$ cat config.mk
export PLATFORM = sky130hd
export DESIGN_NAME = acr_readout
export DESIGN_NICKNAME = d
export VERILOG_FILES = /design/src/acr_pkg.sv /design/src/acr_readout.sv /design/src/acr_sync.sv
export SDC_FILE = /design/constraint.sdc
export NUM_CORES = 1
export LEC_CHECK = 0
export BUFFER_PORTS_ARGS = -buffer_cell sky130_fd_sc_hd__buf_2
export CORE_ASPECT_RATIO = 1.2
export CORE_MARGIN = 3
export CORE_UTILIZATION = 63
export CTS_CLUSTER_SIZE = 30
export DETAILED_ROUTE_END_ITERATION = 8
export MAX_ROUTING_LAYER = met4
export PLACE_DENSITY = 0.84
export SYNTH_ARGS = -nofsm -noshare
export SYNTH_HDL_FRONTEND = slang
export SYNTH_SLANG_ARGS = --single-unit
$ cat constraint.sdc
create_clock -name sys_clk_i -period 4.5 [get_ports sys_clk_i]
set_input_delay 0 -clock sys_clk_i [delete_from_list [all_inputs] [get_ports sys_clk_i]]
set_output_delay 0 -clock sys_clk_i [all_outputs]
set_load 0.01 [all_outputs]
$ cat src/acr_pkg.sv
// Purpose: Shared constants and types for the converter readout block.
// Assumes: System clock of 50 MHz; all pins are asynchronous to it.
// Notes:   Conversion time is a parameter; the 3000 ns figure fixed here is only its default.
package acr_pkg;

	localparam int unsigned  CLK_PERIOD_NS     = 20;
	localparam int unsigned  CONV_TIME_NS      = 3000;
	localparam int unsigned  CONV_CYCLES       = (CONV_TIME_NS + CLK_PERIOD_NS - 1) / CLK_PERIOD_NS;
	localparam int unsigned  DATA_BITS         = 16;
	localparam logic [4:0]   LAST_BIT_PLAIN    = 5'h10;
	localparam logic [4:0]   LAST_BIT_BUSY     = 5'h11;
	localparam logic [15:0]  RESULT_RESET      = 16'h0000;

	typedef enum logic {
		ACR_WIRE3,
		ACR_WIRE4
	} acr_wiring_t;

	typedef struct packed {
		logic conv_start;
		logic serial_in;
		logic sclk;
	} acr_pins_t;

	typedef struct packed {
		logic data;
		logic enable;
	} acr_dout_t;

endpackage : acr_pkg

$ cat src/acr_readout.sv
// Purpose: Conversion start, chip-select mode detection and serial readout.
// Assumes: Host keeps its own timing duties; sample data arrives on sample_i.
// Notes:   Daisy-chain mode is only detected and reported, not shifted.
module acr_readout
	import acr_pkg::*;
#(
	parameter int unsigned CONV_CYCLES_P = CONV_CYCLES
)
(
	input  wire logic         sys_clk_i,
	input  wire logic         rst_i,
	input  wire logic         conv_start_pin_i,
	input  wire logic         serial_in_i,
	input  wire logic         sclk_i,
	input  wire logic         wiring_4_i,
	input  wire logic [15:0]  sample_i,
	output logic              serial_out_o,
	output logic              serial_out_oe_o,
	output logic              converting_o,
	output logic              daisy_mode_o,
	output logic              sample_strobe_o
);
	import acr_pkg::*;

	// ----------------------------------------
	// Pin synchronisation
	// ----------------------------------------
	acr_pins_t pins;
	acr_pins_t cur;
	acr_pins_t prv;

	assign pins = '{conv_start: conv_start_pin_i, serial_in: serial_in_i, sclk: sclk_i};

	acr_sync u_sync (
		.sys_clk_i (sys_clk_i),
		.rst_i     (rst_i),
		.pins_i    (pins),
		.sync_o    (cur),
		.prev_o    (prv)
	);

	logic cs_rise;
	logic cs_fall;
	logic sclk_fall;
	logic sel_level;
	logic sel_rise;
	logic sel_fall;

	assign cs_rise   = cur.conv_start & ~prv.conv_start;
	assign cs_fall   = ~cur.conv_start & prv.conv_start;
	assign sclk_fall = ~cur.sclk & prv.sclk;

	// ----------------------------------------
	// State
	// ----------------------------------------
	typedef enum logic [1:0] {
		ACR_IDLE,
		ACR_CONVERT,
		ACR_ACQUIRE
	} acr_state_t;

	acr_state_t   state;
	acr_state_t   next_state;
	acr_wiring_t  wiring;
	acr_wiring_t  next_wiring;
	logic         daisy;
	logic         next_daisy;
	logic [15:0]  timer;
	logic [15:0]  next_timer;
	logic [15:0]  shreg;
	logic [15:0]  next_shreg;
	logic [4:0]   edges;
	logic [4:0]   next_edges;
	logic         busy_frame;
	logic         next_busy_frame;
	acr_dout_t    dout;
	acr_dout_t    next_dout;
	logic         strobe;
	logic         next_strobe;

	// In 3-wire mode the start pin is the select; in 4-wire the serial input is.
	assign sel_level = (wiring == ACR_WIRE4) ? cur.serial_in : cur.conv_start;
	assign sel_rise  = (wiring == ACR_WIRE4) ? (cur.serial_in & ~prv.serial_in) : cs_rise;
	assign sel_fall  = (wiring == ACR_WIRE4) ? (~cur.serial_in & prv.serial_in) : cs_fall;

	always_comb begin
		next_state      = state;
		next_wiring     = wiring;
		next_daisy      = daisy;
		next_timer      = timer;
		next_shreg      = shreg;
		next_edges      = edges;
		next_busy_frame = busy_frame;
		next_dout       = dout;
		next_strobe     = 1'b0;
		if (cs_rise) begin
			next_daisy  = ~cur.serial_in;
			next_wiring = wiring_4_i ? ACR_WIRE4 : ACR_WIRE3;
			next_dout   = '{data: 1'b0, enable: 1'b0};
			next_strobe = 1'b1;
			next_state  = ACR_CONVERT;
			next_timer  = 16'h0000;
			next_edges  = 5'h00;
		end else begin
			unique case (state)
				ACR_IDLE: begin
				end
				ACR_CONVERT: begin
					if (timer >= 16'(CONV_CYCLES_P - 1)) begin
						// two's complement word kept as is
						next_shreg = sample_i;
						next_state = ACR_ACQUIRE;
						next_busy_frame = ~sel_level & ~daisy;
						if (~sel_level & ~daisy) begin
							next_dout = '{data: 1'b0, enable: 1'b1};
						end
					end else begin
						next_timer = timer + 16'h0001;
					end
				end
				ACR_ACQUIRE: begin
					if (!daisy) begin
						if (sel_rise) begin
							next_dout = '{data: 1'b0, enable: 1'b0};
						end else if (sel_fall && !busy_frame && edges == 5'h00) begin
							next_dout = '{data: shreg[15], enable: 1'b1};
							next_shreg = {shreg[14:0], 1'b0};
							next_edges = 5'h01;
						end else if (sclk_fall && dout.enable) begin
							if (busy_frame && edges == 5'h00) begin
								// first data bit after busy bit
								next_dout.data = shreg[15];
								next_shreg = {shreg[14:0], 1'b0};
								next_edges = 5'h02;
							end else if (edges == (busy_frame ? LAST_BIT_BUSY
							                                  : LAST_BIT_PLAIN)) begin
								next_dout = '{data: 1'b0, enable: 1'b0};
							end else begin
								next_dout.data = shreg[15];
								next_shreg = {shreg[14:0], 1'b0};
								next_edges = edges + 5'h01;
							end
						end
					end
				end
				default: begin
					next_state = ACR_IDLE;
				end
			endcase
		end
	end

	always_ff @(posedge sys_clk_i or posedge rst_i) begin
		if (rst_i) begin
			state      <= ACR_IDLE;
			wiring     <= ACR_WIRE3;
			daisy      <= 1'b0;
			timer      <= 16'h0000;
			shreg      <= RESULT_RESET;
			edges      <= 5'h00;
			busy_frame <= 1'b0;
			dout       <= '{data: 1'b0, enable: 1'b0};
			strobe     <= 1'b0;
		end else begin
			state      <= next_state;
			wiring     <= next_wiring;
			daisy      <= next_daisy;
			timer      <= next_timer;
			shreg      <= next_shreg;
			edges      <= next_edges;
			busy_frame <= next_busy_frame;
			dout       <= next_dout;
			strobe     <= next_strobe;
		end
	end

	assign serial_out_o    = dout.data;
	assign serial_out_oe_o = dout.enable;
	assign converting_o    = (state == ACR_CONVERT);
	assign daisy_mode_o    = daisy;
	assign sample_strobe_o = strobe;

	// ----------------------------------------
	// Checks
	// ----------------------------------------
	a_start_tristate: assert property (
		@(posedge sys_clk_i) disable iff (rst_i) cs_rise |=> !serial_out_oe_o && converting_o)
		else $error("Output not released or conversion not started.");

	a_mode_select: assert property (
		@(posedge sys_clk_i) disable iff (rst_i) cs_rise |=> daisy_mode_o == !$past(cur.serial_in))
		else $error("Mode not taken from serial input.");

	a_conv_hold: assert property (
		@(posedge sys_clk_i) disable iff (rst_i)
		(converting_o && !cs_rise && timer < 16'(CONV_CYCLES_P - 1)) |=> converting_o)
		else $error("Conversion ended early.");

	a_busy_low: assert property (
		@(posedge sys_clk_i) disable iff (rst_i)
		($past(converting_o) && !converting_o && busy_frame) |-> serial_out_oe_o && !serial_out_o)
		else $error("Busy bit not driven low.");

	a_msb_out: assert property (
		@(posedge sys_clk_i) disable iff (rst_i)
		(state == ACR_ACQUIRE && !daisy && !busy_frame && sel_fall && edges == 5'h00 && !cs_rise)
		|=> serial_out_oe_o && serial_out_o == $past(shreg[15]))
		else $error("MSB not presented on select fall.");

	a_release_sel: assert property (
		@(posedge sys_clk_i) disable iff (rst_i)
		(state == ACR_ACQUIRE && !daisy && sel_rise) |=> !serial_out_oe_o)
		else $error("Output not released on deselect.");

	a_edge_limit: assert property (
		@(posedge sys_clk_i) disable iff (rst_i) edges <= LAST_BIT_BUSY)
		else $error("Edge count above limit.");

	a_plain_limit: assert property (
		@(posedge sys_clk_i) disable iff (rst_i)
		(!busy_frame && edges == LAST_BIT_PLAIN && sclk_fall && !cs_rise && !sel_rise
		 && state == ACR_ACQUIRE) |=> !serial_out_oe_o)
		else $error("Output not released after last bit.");

	a_shift_bit: assert property (
		@(posedge sys_clk_i) disable iff (rst_i)
		(state == ACR_ACQUIRE && serial_out_oe_o && sclk_fall && !cs_rise && !sel_rise
		 && edges != 5'h00 && edges < LAST_BIT_PLAIN) |=> serial_out_o == $past(shreg[15]))
		else $error("Bit not shifted on SCLK fall.");

	a_daisy_quiet: assert property (
		@(posedge sys_clk_i) disable iff (rst_i) daisy_mode_o |-> !serial_out_oe_o)
		else $error("Output driven in daisy-chain mode.");

endmodule // acr_readout

$ cat src/acr_sync.sv
// Purpose: Two-flop synchroniser for the pin bundle, with a delayed copy for edges.
// Assumes: Inputs are asynchronous to sys_clk_i.
// Notes:   The first stage feeds only the second stage.
module acr_sync
	import acr_pkg::*;
(
	input  wire logic        sys_clk_i,
	input  wire logic        rst_i,
	input  wire acr_pins_t   pins_i,
	output acr_pins_t        sync_o,
	output acr_pins_t        prev_o
);
	acr_pins_t stage1;
	acr_pins_t stage2;
	acr_pins_t stage3;

	always_ff @(posedge sys_clk_i or posedge rst_i) begin
		if (rst_i) begin
			stage1 <= '{conv_start: 1'b0, serial_in: 1'b1, sclk: 1'b0};
			stage2 <= '{conv_start: 1'b0, serial_in: 1'b1, sclk: 1'b0};
			stage3 <= '{conv_start: 1'b0, serial_in: 1'b1, sclk: 1'b0};
		end else begin
			stage1 <= pins_i;
			stage2 <= stage1;
			stage3 <= stage2;
		end
	end

	assign sync_o = stage2;
	assign prev_o = stage3;

endmodule // acr_sync

### After elaboration in Yosys (flattened, before gate mapping)

Index checks and enable logic that the tools add are counted.

| word-level totals | value |
|---|---|
| word-level logic and storage cells | 115 |
| bits of input ports | 22 |
| output and inout port bits | 5 |
| register bits | 54 |

| cells by class | value |
|---|---|
| bitwise logic cells | 14 |
| equal/unequal tests | 19 |
| add/sub/neg operators | 2 |
| reductions and logical operators | 20 |
| $lt $le $gt $ge | 1 |
| muxes and demuxes | 40 |

Operators by type and width:

| cell | number |
|---|---|
| two-way mux 16 bit | 10 |
| two-way mux 5 bit | 8 |
| case mux 16 bit (2 select lines) | 1 |
| two-way mux 2 bit | 9 |
| adder 16 x 1 -> 16 bit, second input constant | 1 |
| >= comparator 16 x 8 -> 1 bit, second input constant | 1 |
| != test 5 bit, second input constant | 3 |
| AND reduction 7 bit | 2 |
| two-way mux 1 bit | 10 |
| != test 2 bit, second input constant | 5 |
| AND reduction 5 bit | 2 |
| != test 4 bit, second input constant | 2 |
| NOT 1 bit | 8 |
| case mux 2 bit (2 select lines) | 2 |
| bitwise AND 1 bit | 6 |
| != test 3 x 1 -> 1 bit, second input constant | 2 |
| != test 3 bit, second input constant | 2 |
| nonzero test 2 bit | 3 |
| nonzero test 3 bit | 2 |
| adder 5 x 1 -> 5 bit, second input constant | 1 |
| == test 5 bit | 1 |
| logical NOT 5 bit | 1 |
| logical AND 1 bit | 4 |
| != test 2 x 1 -> 1 bit, second input constant | 2 |
| 7 further kinds | 8 |

### Logic depth before layout (Yosys ltp)

| depth | value |
|---|---|
| depth in word-level cells | 10 |
| gate-level depth with buffers | 8 |

### Modules after synthesis

From an unflattened synthesis, not the netlist that was laid out.

| second synthesis, totals | value |
|---|---|
| cell total of the unflattened synthesis | 227 |
| area total of the unflattened synthesis | 2711.4 um^2 |

Modules (own cells, without submodules):

| module | sequential area each (um^2) | area an instance (um^2) | times used | cells an instance |
|---|---|---|---|---|
| acr_readout | 1126.1 | 2478.6 | 1 | 217 |
| acr_sync | 229.0 | 232.7 | 1 | 10 |

### Worst setup path after synthesis

OpenSTA, ideal clock, no wires.

| path | value |
|---|---|
| kind | reg-to-reg |
| start | reg edges[0] |
| end | reg shreg[11] |
| period minus slack after synthesis | 2.793 ns |
| setup slack | 1.707 ns |
| setup time | 0.125 ns |
| arrival time | 2.668 ns |
| cell stages (with the launch flop) | 9 |
| path through | dfrtp_1 > inv_1 > ha_1 > or4b_4 > a211o_1 > a2111o_1 > a211oi_4 > buf_8 > mux2_4 |

| between the ends | value |
|---|---|
| word-level cells in the longest chain between the ends | 8 |
| elaborated cells between the ends (all ways) | 13 |
| those cells by class | eq/ne (3); mux (6); reduce/logical (4) |

RTL lines:

| item | line | text |
|---|---|---|
| start: declaration | acr_readout.sv:72 | `logic [4:0] edges;` |
| start signal: assignment | acr_readout.sv:170 | `edges <= next_edges;` |
| logical NOT 5 bit | acr_readout.sv:125, acr_readout.sv:130 |  |
| logical AND 1 bit | acr_readout.sv:130 | `if (busy_frame && edges == 5'h00) begin` |
| two-way mux 16 bit | acr_readout.sv:130 |  |
| two-way mux 16 bit | acr_readout.sv:129 | `end else if (sclk_fall && dout.enable) begin` |
| two-way mux 16 bit | acr_readout.sv:125 | `end else if (sel_fall && !busy_frame && edges == 5'h00) begin` |
| two-way mux 16 bit | acr_readout.sv:123 | `if (sel_rise) begin` |
| two-way mux 16 bit | acr_readout.sv:122 | `if (!daisy) begin` |
| case mux 16 bit (2 select lines) | acr_readout.sv:105 | `unique case (state)` |
| end signal: assignment | acr_readout.sv:169 | `shreg <= next_shreg;` |
| end: declaration | acr_readout.sv:70 | `logic [15:0] shreg;` |

Several ways; a longest one is shown, not always the timed one. The select of a mux whose other input is x is not followed.
A chain may end at the register's enable or synchronous reset.

### Final worst setup path

| path | value |
|---|---|
| start | reg edges[0] |
| end | reg shreg[10] |

The elaborated chain is that of the path after synthesis.

==> impl_summary.log <==
INFO  metric fraction_of_the_core_area_covered_by_cells_at_the_end_of_the_flow = 0.744
INFO  metric crit_family = compound AO/OA/AOI/OAI gates
INFO  metric postCtsSetupRepairBufs = 0
INFO  metric cts_max_path_buffers = 2
INFO  metric worstSetupEndpointType = flop
INFO  metric synth-edff-count = 0
INFO  metric synth_top_flop_cell = sky130_fd_sc_hd__dfrtp_1
INFO  metric floorplan.initialDensity = 0.667
INFO  metric synth_seq_area_share = 0.503
INFO  metric rsz_0062_raised_after_global_routing = false
INFO  metric crit_arrival = 3.49 ns
INFO  metric fp.dieH = 77.6 um
INFO  metric detailroute.via_count = 1853
INFO  metric total_clock_buffers_created_by_cts = 5
INFO  metric crit_chain = inv_1 > ha_1 > or4b_4 > a211o_1 > a2111o_1 > a211oi_4 > mux2_2
INFO  metric final_nets = 290
INFO  metric accumulated_negative_setup_slack = 0 ns
INFO  metric groute.usage.overall = 0.223
INFO  metric critical-path-slowest-cell = sky130_fd_sc_hd__a211oi_4
INFO  metric timing.hold.worst.class = input port to flop
INFO  metric finalWirelength = 4970 um
INFO  metric global_route_wire_length_before_repair = 8760 um
INFO  metric fp.coreArea = 0.00404 mm^2
INFO  metric antenna_cells = 0
INFO  metric antenna_violations_before_repair = 0
INFO  metric type_of_the_worst_setup_path = flop to flop
INFO  metric synth_top_area_frac = 0.474
INFO  metric cts_resized = 0
INFO  metric clock_tree.root_cell = sky130_fd_sc_hd__clkbuf_8
INFO  metric leading_cell_type_by_number_of_instances_after_synthesis = sky130_fd_sc_hd__dfrtp_1
INFO  metric vias_in_the_first_global_route = 1906
INFO  metric clock-sinks = 54
INFO  metric worst_setup_path_startpoint = edges[0]
INFO  metric firstDrtPassIters = 4
INFO  metric io-pin-count = 27
INFO  metric power-per-cell-area = 441 mW/mm^2
INFO  metric synth_fp_nets = 258
INFO  metric detailed_place_hpwl = 3470 um
INFO  metric hold_violation_count_in_the_final_report = 0
INFO  metric regToRegEndpoint = shreg[10]
INFO  metric r2r_setup_slack = 1.20 ns
INFO  metric outcome = finished clean
INFO  metric skew = 0.00625 ns
INFO  metric timing.critical_path.to = shreg[10]
INFO  metric drc_errors = 0
INFO  metric viasPerCell = 5.88
INFO  metric cts_tree = yes
INFO  metric finalCritPeriodShare = 0.733
INFO  metric final-setup-viol-count = 0
INFO  metric die_width = 65.7 um
INFO  metric synthesized_netlist_cell_count = 228
INFO  metric biggest_fanout_along_the_worst_timing_path = 16
INFO  metric worstReg2RegStart = edges[0]
INFO  metric syn_area = 0.00269 mm^2
INFO  metric netlist_top_cells_area = sky130_fd_sc_hd__dfrtp_1 47%, sky130_fd_sc_hd__mux2_2 9.6%, sky130_fd_sc_hd__mux2_4 5.0%
INFO  metric fin_crit = 3.30 ns
INFO  metric cap_viol_max_count = 0
INFO  metric critical_path_required = 4.69 ns
INFO  metric path_clk_slew = 0.10 ns
INFO  metric post_route_cells_drive_above_1_share = 0.314
INFO  metric yosysWarningCount = 0
INFO  metric areaGrowthSynthToFinish = 11.6%
INFO  metric grt.overflow.total = 0
INFO  metric number_of_placement_rows = 25
INFO  metric vdd.ir_drop.worst = 0.000286 V
INFO  metric timing.critical_path.depth = 7
INFO  metric slew_viols_final = 0
INFO  metric rr_worst_depth = 7
INFO  metric netlist-cell-type-count = 54
INFO  metric die-area = 0.00510 mm^2
INFO  metric max_slew.worst_pin.slew = 1.07 ns
INFO  metric max_freq = 0.303 GHz
INFO  metric final_replace_weighted_congestion = 0.857
INFO  metric synth_top_area_cell = sky130_fd_sc_hd__dfrtp_1
INFO  metric grt_max_degree = 55
INFO  metric number_of_port_buffers = 26
INFO  metric ant_nets = 0
INFO  metric synth-seq-cells = 54
INFO  metric critical_path.max_stage_delay = 0.86 ns
INFO  metric cts.hold.buffers_added = 5
INFO  metric drt_iter0_drc = 134
INFO  metric crit_path_start_kind = flop
INFO  metric worstPathBufferInverterCount = 1
INFO  metric timing.slew.headroom = 0.288
INFO  metric synth-async-reset-ratio = 1.00
INFO  metric cts-htree-levels = 2
INFO  metric synth_common_cells = 51 x sky130_fd_sc_hd__dfrtp_1, 23 x sky130_fd_sc_hd__mux2_2, 15 x sky130_fd_sc_hd__nor2_1
INFO  metric wl_per_cell = 15.8 um
INFO  metric clkLatencyLatePin = 0.31 ns
INFO  metric post_synth.cell_area_avg = 11.8 um^2
INFO  metric total_leakage_power = 1.38 nW
-- worst min-delay path by stage --
stage / startpoint / endpoint / slack (ns) / depth (start not counted)
2_1_floorplan: serial_in_i / u_sync.stage1[1] / 0.004 / 0
3_3_place_gp: serial_in_i / u_sync.stage1[1] / 0.10 / 1
3_5_place_dp: serial_in_i / u_sync.stage1[1] / 0.11 / 1
4_1_cts: sample_i[8] / shreg[8] / 0.04 / 3
5_1_grt: sample_i[13] / shreg[13] / 0.05 / 3
6_report: sample_i[8] / shreg[8] / 0.05 / 3
-- area by class of cell --
| type | count | area [um^2] |
|---|---|---|
| Fill cell | 296 | 1030 |
| Inverter | 15 | 56.3 |
| Timing Repair Buffer | 31 | 180 |
| Clock buffer | 5 | 68.8 |
| Sequential cell | 54 | 1360 |
| Multi-Input combinational cell | 153 | 1250 |
| Tap cell | 54 | 67.6 |
| Clock inverter | 3 | 28.8 |
-- power breakdown --
group | switching, W | internal, W | total (W)
Clock | 0.000166 | 0.000117 | 0.000282
Combinational | 0.000172 | 0.000204 | 0.000376
Sequential | 0.0000744 | 0.000591 | 0.000665
Total | 0.000412 | 0.000911 | 0.00132
-- flip-flops by register name, indices dropped and copies added (netlist names), 2 cells and up --
register       flops
u_sync.prev_o      3
u_sync.stage1      3
state              2
timer             16
shreg             16
edges              5
u_sync.sync_o      3
-- worst reg2reg max path, delay by kind of cell (launching register included) --
kind	cells	cell delay (ns)
mux	1	0.43
compound gates	3	1.56
fa+ha+maj	1	0.16
buf+inv	1	0.11
flops	1	0.45
simple gates	1	0.48
-- placed cells by master, fill, tap and decap left out, types with 5 or more instances in the layout --
master	Yosys	routed
sky130_fd_sc_hd__a21oi_1	9	9
sky130_fd_sc_hd__and2_1	8	8
sky130_fd_sc_hd__buf_2	0	26
sky130_fd_sc_hd__clkbuf_8	0	5
sky130_fd_sc_hd__dfrtp_1	51	51
sky130_fd_sc_hd__dlygate4sd3_1	0	5
sky130_fd_sc_hd__ha_1	8	8
sky130_fd_sc_hd__inv_1	14	13
sky130_fd_sc_hd__mux2_2	23	23
sky130_fd_sc_hd__mux2_4	9	9
sky130_fd_sc_hd__nand2_1	11	11
sky130_fd_sc_hd__nor2_1	15	15
sky130_fd_sc_hd__o21ai_0	7	7
-- routing by layer --
layer | vias to the layer above | wire length, um | track usage
li1 | 878 | - | -
met2 | 42 | 2590 | 0.367
met5 | - | 0 | -
met4 | 0 | 48 | 0.0560
met3 | 7 | 155 | 0.0304
met1 | 926 | 2170 | 0.290
-- cell families (layout without fill, tap and decap cells) --
| group | Yosys count | in the layout | synth area share |
|---|---|---|---|
| xor gates and xnor gates | 4 | 4 | 0.0130 |
| DFF | 54 | 54 | 0.503 |
| and+or+nand+nor | 64 | 64 | 0.136 |
| muxes | 34 | 34 | 0.154 |
| AOI/OAI and AO/OA | 43 | 43 | 0.123 |
| adders and majority gates | 8 | 8 | 0.0372 |
| buffers and inverters | 21 | 54 | 0.0335 |
-- through the flow --
| step | hold slack [ns] | area [um^2] | setup WS [ns] | instances | total power [W] |
|---|---|---|---|---|---|
| 6_report | 0.0467 | 3000 | 1.20 | 315 | 0.00132 |
| 4_1_cts | 0.0449 | 3000 | 1.22 | 315 | 0.00133 |
| 5_1_grt | 0.0473 | 3000 | 1.07 | 315 | 0.00140 |
| 2_1_floorplan | 0.00448 | 2690 | 1.71 | 228 | 0.000957 |
| 3_3_place_gp | 0.104 | 2860 | 1.30 | 302 | 0.00102 |
| 3_5_place_dp | 0.109 | 2860 | 1.25 | 302 | 0.00104 |
Note: power is estimated with default switching activity, not from simulation.
